**src/cbib_pkg.sv**
```systemverilog
// Shared constants for the processor-to-strobe-bus bridge and its processor end.
// Assumes one 100 MHz clock shared by both ends.
package cbib_pkg;
   localparam int CBIB_STAGES = 8;
   localparam int CBIB_RW_END_STAGE = 1;
   localparam int CBIB_DS_ACK_STAGE = 6;
   localparam int CBIB_ACK_END_STAGE = 7;
   localparam int CBIB_CLK_NS = 10;
   localparam int CBIB_SETTLE_NS = 1300;
   localparam int CBIB_SETTLE_CYC = (CBIB_SETTLE_NS + CBIB_CLK_NS - 1) / CBIB_CLK_NS;
   localparam int CBIB_ACK_STEP_CYC = (CBIB_SETTLE_CYC + CBIB_DS_ACK_STAGE - 1) / CBIB_DS_ACK_STAGE;
   localparam int CBIB_IDLE_BETWEEN_ACK = 2;
   localparam logic [7:0] CBIB_SHIFT_RST = 8'h00;
endpackage

```
**src/cbib_if.sv**
```systemverilog
// Interface joining the processor end and the bridge end.
// Assumes both ends run on ref_clk.
`timescale 1ns/10ps
interface cbib_if;
   logic ale;
   logic dtr;
   logic rd_n;
   logic wr_n;
   logic cpu_int_ack_strobe;
   logic ready_request_input;
   modport cpu (output ale, output dtr, output rd_n, output wr_n,
      output cpu_int_ack_strobe, input ready_request_input);
   modport bridge (input ale, input dtr, input rd_n, input wr_n,
      input cpu_int_ack_strobe, output ready_request_input);
endinterface

```
**src/cbib_bridge.sv**
```systemverilog
// Bridge end: strobe generation, wait states, acknowledge conversion.
// Assumes the processor end keeps its bus-state rules; inputs synchronous to ref_clk.
//
// Behaviour
// - Processor finishes wait only with ready high.
// - Processor waits while ready stays low.
// - Wait count equals cycles ready held low.
// - Shift register clear until strobe, then fills.
// - Read/write waits until stage two set.
// - Second acknowledge waits until stage eight set.
// - Jumper stage ends wait when acknowledge high.
// - Peripherals latch acknowledge at address strobe rise.
// - Pending or serviced sources pull chain low.
// - Only top pending source drives vector.
// - Strobe delay covers whole chain settling.
// - Two acknowledge cycles, two idle clocks between.
// - Acknowledge toggles on acknowledge strobe fall.
// - Data strobe at stage seven, release eight.
// - Settling exceeds 1300 ns before data strobe.
// - Tied-high acknowledge means no vector response.
// - System reset drives both strobes low.
// - Address strobe is inverted latch enable.
// - Read/write line is inverted direction.
// - Write data strobe delayed one clock.
`timescale 1ns/10ps
module cbib_bridge #(
   parameter int JUMPER_STAGE = cbib_pkg::CBIB_RW_END_STAGE,
   parameter bit ACK_ENABLE = 1'b1,
   parameter bit HW_RESET_ENABLE = 1'b1
) (
   input wire logic ref_clk,
   input wire logic reset_n,
   cbib_if.bridge cpu,
   output logic addr_strobe_n,
   output logic data_strobe_n,
   output logic rd_wr,
   output logic periph_int_ack,
   output logic [7:0] shift_state
);
   // ----------------------------------------
   // Derived constants and parameter checks
   // ----------------------------------------
   localparam int STAGES = cbib_pkg::CBIB_STAGES;
   localparam int DS_STAGE = cbib_pkg::CBIB_DS_ACK_STAGE;
   localparam int END_STAGE = cbib_pkg::CBIB_ACK_END_STAGE;
   localparam int ACK_STEP = cbib_pkg::CBIB_ACK_STEP_CYC;
   localparam logic [7:0] STEP_LAST = 8'(ACK_STEP - 1);

   // The checks refuse settings that the eight-stage register cannot serve.
   initial begin
      if (STAGES != 8) begin
         $error("Shift register must have eight stages.");
      end
      if (JUMPER_STAGE < 1 || JUMPER_STAGE >= STAGES) begin
         $error("JUMPER_STAGE out of range.");
      end
      if (DS_STAGE >= END_STAGE || END_STAGE >= STAGES) begin
         $error("Acknowledge stages out of order.");
      end
      if (ACK_STEP < 1 || ACK_STEP > 256) begin
         $error("Acknowledge step out of range.");
      end
      if (DS_STAGE * ACK_STEP * cbib_pkg::CBIB_CLK_NS
         <= cbib_pkg::CBIB_SETTLE_NS) begin
         $error("Settling window too short.");
      end
   end

   // ----------------------------------------
   // Internal state
   // ----------------------------------------
   logic [7:0] shift_r;
   logic [7:0] shift_nxt;
   logic [7:0] shift_fill;
   logic [7:0] step_r;
   logic [7:0] step_nxt;
   logic ack_r;
   logic ack_nxt;
   logic ack_q_r;
   logic wr_dly_r;
   logic ack_rise;
   logic rd_act;
   logic wr_act;
   logic any_strobe;
   logic step_hit;
   logic wait_end;
   logic ds_ack;
   logic ds_rw;
   logic ds_req;
   logic ready_nxt;
   genvar gi;

   // ----------------------------------------
   // Strobe decode
   // ----------------------------------------
   assign rd_act = !cpu.rd_n;
   assign wr_act = !cpu.wr_n;
   assign any_strobe = rd_act || wr_act || cpu.cpu_int_ack_strobe;

   // ----------------------------------------
   // Shift stages
   // ----------------------------------------
   // Stage one takes the incoming one, every other stage its neighbour.
   assign shift_fill[0] = 1'b1;
   for (gi = 1; gi < 8; gi++) begin : g_stage
      assign shift_fill[gi] = shift_r[gi - 1];
   end

   // ----------------------------------------
   // Settling step counter
   // ----------------------------------------
   // A fast clock fills eight stages far too quickly for the chain to settle.
   // With the acknowledge latched, each stage therefore lasts ACK_STEP clocks.
   // The first one still enters at once, as on read and write cycles.
   assign step_hit = !ack_r
      || (shift_r == cbib_pkg::CBIB_SHIFT_RST)
      || (step_r == STEP_LAST);
   assign step_nxt = (!any_strobe || step_hit) ? 8'h00 : step_r + 8'h01;
   assign shift_nxt = !any_strobe ? cbib_pkg::CBIB_SHIFT_RST
                    : (step_hit ? shift_fill : shift_r);

   // ----------------------------------------
   // Wait release and data strobe selection
   // ----------------------------------------
   // Both look at the next shift value, so the registered ready and strobe
   // change in the same clock as the stage that ends them.
   // A later ready would cost the processor an extra wait state.
   assign wait_end = ack_r ? shift_nxt[END_STAGE]
                           : shift_nxt[JUMPER_STAGE];
   assign ds_ack = shift_nxt[DS_STAGE];
   assign ds_rw = rd_act || (wr_act && wr_dly_r);
   assign ds_req = ack_r ? ds_ack : ds_rw;
   assign ready_nxt = !any_strobe || wait_end;
   assign ack_rise = ack_q_r && !cpu.cpu_int_ack_strobe;
   assign ack_nxt = (ack_rise && ACK_ENABLE) ? !ack_r : ack_r;

   // ----------------------------------------
   // Shift register and step counter
   // ----------------------------------------
   always_ff @(posedge ref_clk or negedge reset_n) begin
      if (!reset_n) begin
         shift_r <= cbib_pkg::CBIB_SHIFT_RST;
         step_r <= 8'h00;
      end else begin
         shift_r <= shift_nxt;
         step_r <= step_nxt;
      end
   end

   // ----------------------------------------
   // Acknowledge toggle and write delay
   // ----------------------------------------
   // The end of the processor strobe is found by sampling it on ref_clk.
   // The toggle thus flips after the first cycle and back after the second.
   always_ff @(posedge ref_clk or negedge reset_n) begin
      if (!reset_n) begin
         ack_r <= 1'b0;
         ack_q_r <= 1'b0;
         wr_dly_r <= 1'b0;
      end else begin
         ack_q_r <= cpu.cpu_int_ack_strobe;
         wr_dly_r <= wr_act;
         ack_r <= ack_nxt;
      end
   end

   // ----------------------------------------
   // Peripheral strobes
   // ----------------------------------------
   // Reset holds both strobes low together, which resets the peripherals.
   always_ff @(posedge ref_clk or negedge reset_n) begin
      if (!reset_n) begin
         addr_strobe_n <= !HW_RESET_ENABLE;
         data_strobe_n <= !HW_RESET_ENABLE;
         rd_wr <= 1'b1;
      end else begin
         addr_strobe_n <= !cpu.ale;
         data_strobe_n <= !ds_req;
         rd_wr <= !cpu.dtr;
      end
   end

   // ----------------------------------------
   // Ready and acknowledge outputs
   // ----------------------------------------
   always_ff @(posedge ref_clk or negedge reset_n) begin
      if (!reset_n) begin
         periph_int_ack <= 1'b1;
         cpu.ready_request_input <= 1'b1;
      end else begin
         periph_int_ack <= !ack_r;
         cpu.ready_request_input <= ready_nxt;
      end
   end

   // ----------------------------------------
   // Status
   // ----------------------------------------
   // The shift state is shown one clock late, for observation only.
   always_ff @(posedge ref_clk or negedge reset_n) begin
      if (!reset_n) begin
         shift_state <= cbib_pkg::CBIB_SHIFT_RST;
      end else begin
         shift_state <= shift_r;
      end
   end
endmodule // cbib_bridge

```
**src/flat_wrapper.sv**
```systemverilog
// flat-port wrapper written by rule: the top's interface ports become plain ports
module cbib_bridge_flat 
#(
   parameter int JUMPER_STAGE = cbib_pkg::CBIB_RW_END_STAGE,
   parameter bit ACK_ENABLE = 1'b1,
   parameter bit HW_RESET_ENABLE = 1'b1
)
  (ref_clk, reset_n, addr_strobe_n, data_strobe_n, rd_wr, periph_int_ack, shift_state, cpu_ale, cpu_dtr, cpu_rd_n, cpu_wr_n, cpu_cpu_int_ack_strobe, cpu_ready_request_input);
  cbib_if cpu_i ();
  input wire logic ref_clk;
  input wire logic reset_n;
  output logic addr_strobe_n;
  output logic data_strobe_n;
  output logic rd_wr;
  output logic periph_int_ack;
  output logic [7:0] shift_state;
  input wire logic [$bits(cpu_i.ale)-1:0] cpu_ale;
  input wire logic [$bits(cpu_i.dtr)-1:0] cpu_dtr;
  input wire logic [$bits(cpu_i.rd_n)-1:0] cpu_rd_n;
  input wire logic [$bits(cpu_i.wr_n)-1:0] cpu_wr_n;
  input wire logic [$bits(cpu_i.cpu_int_ack_strobe)-1:0] cpu_cpu_int_ack_strobe;
  output wire logic [$bits(cpu_i.ready_request_input)-1:0] cpu_ready_request_input;
  assign cpu_i.ale = cpu_ale;
  assign cpu_i.dtr = cpu_dtr;
  assign cpu_i.rd_n = cpu_rd_n;
  assign cpu_i.wr_n = cpu_wr_n;
  assign cpu_i.cpu_int_ack_strobe = cpu_cpu_int_ack_strobe;
  assign cpu_ready_request_input = cpu_i.ready_request_input;
  cbib_bridge #(.JUMPER_STAGE(JUMPER_STAGE), .ACK_ENABLE(ACK_ENABLE), .HW_RESET_ENABLE(HW_RESET_ENABLE)) u_core (.ref_clk(ref_clk), .reset_n(reset_n), .cpu(cpu_i), .addr_strobe_n(addr_strobe_n), .data_strobe_n(data_strobe_n), .rd_wr(rd_wr), .periph_int_ack(periph_int_ack), .shift_state(shift_state));
endmodule
```
**config.mk**
```make
export PLATFORM = sky130hd
export DESIGN_NAME = cbib_bridge_flat
export DESIGN_NICKNAME = d
export VERILOG_FILES = /design/src/cbib_pkg.sv /design/src/cbib_if.sv /design/src/cbib_bridge.sv /design/src/flat_wrapper.sv
export SDC_FILE = /design/constraint.sdc
export NUM_CORES = 1
export LEC_CHECK = 0
export BUFFER_PORTS_ARGS = -buffer_cell sky130_fd_sc_hd__buf_4
export CAP_MARGIN = 20
export CORE_MARGIN = 4
export CORE_UTILIZATION = 57
export CTS_BUF_LIST = sky130_fd_sc_hd__clkbuf_4 sky130_fd_sc_hd__clkbuf_8
export DETAILED_ROUTE_END_ITERATION = 8
export GPL_ROUTABILITY_DRIVEN = 0
export PLACE_DENSITY = 0.82
export SETUP_SLACK_MARGIN = 0.02
export SYNTH_ARGS = -nofsm -noshare
export SYNTH_HDL_FRONTEND = slang
export SYNTH_SLANG_ARGS = --single-unit
```
**constraint.sdc**
```tcl
create_clock -name ref_clk -period 2.6 [get_ports ref_clk]
set_clock_uncertainty 0.2 [all_clocks]
set_input_delay 0.52 -clock ref_clk [delete_from_list [all_inputs] [get_ports ref_clk]]
set_output_delay 0.52 -clock ref_clk [all_outputs]
set_load 0.02 [all_outputs]
```
Word level (Yosys, flattened, before mapping):

Index checks and enable logic that the tools add are counted.

* register bits after elaboration: 32
* output and inout port bits: 13
* word-level logic and storage cells: 38

* $add $sub $neg: 1
* eq/ne operators: 2
* multiplexer cells: 5
* reductions and logical operators: 18

Operators by type and width (count)
* $mux 8: 3
* $add 8x1->8 const B: 1
* $eq 8x5->1 const B: 1
* $logic_not 1->1: 8
* $logic_not 8->1: 1
* $logic_or 1x1->1: 7
* $logic_and 1x1->1: 2
* $mux 1: 2
* $ne 2x2->1 const B: 1

Longest topological paths before layout:

* depth in word-level cells: 7
* depth in mapped cells: 6

Least setup slack after synthesis:

OpenSTA, ideal clock, no wires.

* kind: register to register
* from: register u_core.step_r[5]
* to: register u_core.cpu.ready_request_input
* data arrival time: 1.550 ns
* required time: 2.317 ns
* slack: 0.766 ns
* stages on the path, launching flop included: 4
* buffers on the path: 0
* period minus slack after synthesis: 1.834 ns
* cell sequence: dfrtp_1 or4b_4 or4_1 o311a_1

* cells in the longest elaborated chain, start to end: 6

Ends and longest elaborated chain
* start: declaration: line cbib_bridge.sv:75 `logic [7:0] step_r;`
* start signal: assignment: line cbib_bridge.sv:146 `step_r <= step_nxt;`
* $eq 8x5->1: line cbib_bridge.sv:117 `|| (step_r == STEP_LAST);`
* $logic_or 1x1->1: line cbib_bridge.sv:117
* $mux 8: line cbib_bridge.sv:120 `: (step_hit ? shift_fill : shift_r);`
* $mux 8: line cbib_bridge.sv:119 `assign shift_nxt = !any_strobe ? cbib_pkg::CBIB_SHIFT_RST`
* $mux 1: line cbib_bridge.sv:128 `assign wait_end = ack_r ? shift_nxt[END_STAGE]`
* $logic_or 1x1->1: line cbib_bridge.sv:133 `assign ready_nxt = !any_strobe || wait_end;`
* via u_core.ready_nxt: line cbib_bridge.sv:90 `logic ready_nxt;`
* end signal: assignment: line cbib_bridge.sv:192 `cpu.ready_request_input <= ready_nxt;`
* end: declaration: line cbib_if.sv:14 `input cpu_int_ack_strobe, output ready_request_input);`

The timed path passes the listed nets, and every way through them passes these cells. The select of a mux whose other input is x is not followed.
A chain may end at the register's enable or synchronous reset.

Final worst setup path:

* from: register u_core.shift_r[7]
* to: register u_core.step_r[6]

* cells in the longest elaborated chain, start to end: 5

Ends and longest elaborated chain
* start: declaration: line cbib_bridge.sv:72 `logic [7:0] shift_r;`
* start signal: assignment: line cbib_bridge.sv:142 `shift_r <= cbib_pkg::CBIB_SHIFT_RST;`
* start signal: assignment: line cbib_bridge.sv:145 `shift_r <= shift_nxt;`
* $logic_not 8->1: line cbib_bridge.sv:116 `|| (shift_r == cbib_pkg::CBIB_SHIFT_RST)`
* $logic_or 1x1->1: line cbib_bridge.sv:116
* $logic_or 1x1->1: line cbib_bridge.sv:117
* $logic_or 1x1->1: line cbib_bridge.sv:118 `assign step_nxt = (!any_strobe || step_hit) ? 8'h00 : step_r + 8'h01;`
* $mux 8: line cbib_bridge.sv:118
* via u_core.step_nxt[6]: line cbib_bridge.sv:76 `logic [7:0] step_nxt;`

The timed path passes the listed nets, and every way through them passes these cells.

==> results by group <==
Status
  – Status: finished, final reports clean

STA
  – Unrepaired setup endpoints after global routing: false
  – Setup violators final: 0
  – Tmin final: 2.00 ns
  – Pin slew with the least headroom to its limit: 0.617 ns
  – Hold Vio Cnt, Final: 0
  – Total negative slack: 0 ns
  – Fin crit share: 77.1%
  – Max Transition Viols Final: 0
  – Fmax: 499 MHz
  – Hold WS: 0.112 ns
  – Relative slew slack: 58.6%

Synth
  – Syn nets: ~110
  – Library cells used by synthesis: 33
  – Post-synthesis cell area: 1280 um2
  – Post-synthesis sequential area ratio: 63.0%
  – Post-synthesis cell count: 104
  – Mapped Avg Cell Area: between 10 and 15 um2
  – Yosys reg bits: 32
  – Synth warnings: 0

Worst setup path
  – CP arrival: between 1.5 and 2 ns
  – Crit-path max FO: 8
  – Reg2reg end: u_core.step_r[6]$_DFF_PN0_
  – Crit. End Element: flip-flop
  – Worst EP required: 2.59 ns
  – Crit-path cells: or4_1 -> o21ai_1 -> a211oi_1
  – FF-to-FF path depth: 3
  – Worst Setup SP: u_core.shift_r[7]$_DFF_PN0_
  – Crit path launch type: flip-flop
  – Slowest Stage Delay on Critical Path: 0.58 ns
  – R2R Path Start: u_core.shift_r[7]$_DFF_PN0_
  – WS Path Type: reg2reg
  – Worst path slowest cell: or4_1
  – Reg2Reg Setup Slack: 0.60 ns

Floorplan
  – Die area: just over 3000 um2
  – Die Y: 55.3 um
  – Die X: 55.3 um
  – Row count: 16
  – Core Region: 2040 um2
  – IO Pins: 20
  – Initial core utilization: between 60 and 70%

GRT
  – Vias in the first global route: ~930
  – Initial antenna violation count: 0
  – GRT overflow: 0
  – First-pass GRT wire length: around 4.2 mm
  – Maximum number of pins on one net before global-route repair: 33
  – GRT Total Usage: about 18%

Pwr
  – P_sw: 562 uW
  – Flop pwr share: 46.6%
  – Clock network fraction of total power: ~22%
  – Leakage: 0.000715 uW
  – Power Density: 1080 nW/um2
  – Sw frac: 33.8%
  – Gate power share: 31.1%
  – Pint: 1100 uW
  – Maximum VDD drop: 0.000900 V

Clocking
  – CTS sink count: 32
  – CTS clock-pin slew for the worst setup and hold paths: 0.10 ns
  – CTS buffer count: 5
  – Root Driver: clkbuf_4
  – CTS tree: yes
  – Hold buffers post-CTS: 1
  – Gates resized, CTS repair: 0
  – CTS H-tree lvls: 2
  – Worst-case clock buffer depth: 2
  – Clk Latency, worst-skew pair: 0.33 ns
  – Post-CTS Setup Bufs: 0

Route
  – Vias per cell: 5.73
  – DRC: 0
  – Antenna viol nets, final: 0
  – Routed wire length: about 2.4 mm
  – DRT Pass-1 Iters: 5
  – Initial drt markers: 34
  – Vias: between 900 and 1k
  – Avg WL per Cell: between 15 and 20 um

Final layout
  – Most frequent cells in the layout: dfrtp_1 (29), buf_4 (21), nand2_1 (10), inv_1 (7), mux2i_1 (7)
  – Nets: 139
  – Antenna Cells: 0
  – Most common cell after layout, fill and taps aside: dfrtp_1
  – Layout cells sized above 1: 26.0%
  – Layout overhead on the synthesized area: 20.3%

Hold path
  – Hold WC Path Type: in2reg
  – Min-delay src: cpu_dtr
  – Hold Path End: u_core.rd_wr$_DFF_PN1_
  – Hold Path Cell Cnt: 2

Placed design
  – Dpl hpwl: 1.72 mm
  – # port buffers: 19

Job
  – Max-cap violations: 0
## critical path, delay by kind of cell (launching register included)
family,cells,cell delay [ns]
flops,1,0.42
compound gates,2,0.65
simple gates,1,0.58
## metal layers
metal | global-route usage [%] | wire length (um) | vias up
met5 | 0 | 0 | -
met4 | 5.21 | 34 | 0
met3 | 7.23 | 180 | 5
met2 | 28.7 | 1250 | 30
met1 | 21.2 | 983 | 453
li1 | - | - | 418
## synth_stat cells, drive strengths merged
cell type  instances  area share [%]
a211oi             3             1.8
a21oi              1            0.39
o21a               1            0.59
nand2b             2            0.98
nor2b              1            0.49
xnor2              2             1.4
or4                3             1.8
buf                2             1.5
o2111ai            1            0.69
o31a               1            0.69
dfrtp             29              57
nor4               1            0.49
o21ai              5             2.0
o311a              1            0.78
inv                7             2.1
mux2i              7             5.5
and3b              1            0.69
nor3               5             2.0
clkbuf             1            0.29
nand2             10             2.9
nand3b             2             1.2
nand4              1            0.49
or4b               1             1.1
a311oi             1            0.69
dfstp              3             6.2
nand3              4             1.6
xor2               2             1.4
nor2               1            0.29
ha                 2             2.0
or3                3             1.6
## cell families (layout without fill, tap and decap cells)
family,count (synthesis),count (layout),share of synthesized area [%]
multiplexers,7,7,5.49
AO/OA/AOI/OAI,14,14,7.54
flip-flops,32,32,63.0
XOR/XNOR,4,4,2.74
buffers and inverters,10,37,3.82
AND/OR/NAND/NOR,35,35,15.5
adder cells (fa/ha/maj),2,2,1.96
## layout make-up
cell class	count	area, um2
tap	27	33.8
timing repair buffer	22	168
clock buffer	6	45.0
multi-input combinational	62	424
fill	144	505
clock inverter	2	35.0
sequential	32	805
inverter	7	26.3
## state kept, by name, indices dropped and copies added (netlist names)
signal,cells
u_core.ack_q_r,1
u_core.ack_r,1
u_core.addr_strobe_n,1
u_core.cpu.ready_request_input,1
u_core.data_strobe_n,1
u_core.periph_int_ack,1
u_core.rd_wr,1
u_core.shift_r,8
u_core.shift_state,8
u_core.step_r,8
u_core.wr_dly_r,1
## power groups by stage
| stage | Combinational [uW] | Sequential (uW) | Clock (uW) |
|---|---|---|---|
| floorplan | 246 | 855 | 0 |
| global placement | 498 | 777 | 0 |
| detailed placement | 521 | 783 | 0 |
| CTS | 523 | 773 | 376 |
| global route | 569 | 798 | 397 |
| finish | 517 | 775 | 371 |
## worst max-delay path by stage
stage / to / depth (start not counted)
after floorplan: u_core.cpu.ready_request_input$_DFF_PN1_ / 3
after global placement: u_core.cpu.ready_request_input$_DFF_PN1_ / 3
after detailed placement: u_core.step_r[1]$_DFF_PN0_ / 3
after CTS: u_core.step_r[1]$_DFF_PN0_ / 3
after global routing: u_core.step_r[3]$_DFF_PN0_ / 3
final: u_core.step_r[6]$_DFF_PN0_ / 3
## metrics by stage
stage	setup WS [ns]	total power, uW	utilization (%)	cell area, um2	cells
floorplan	0.766	1100	-	1280	104
global placement	0.734	1280	70.8	1450	149
detailed placement	0.653	1300	70.8	1450	149
CTS	0.614	1670	75.2	1540	158
global route	0.538	1760	75.2	1540	158
finish	0.596	1660	75.2	1540	158
Power figures use the tool's default switching activity.
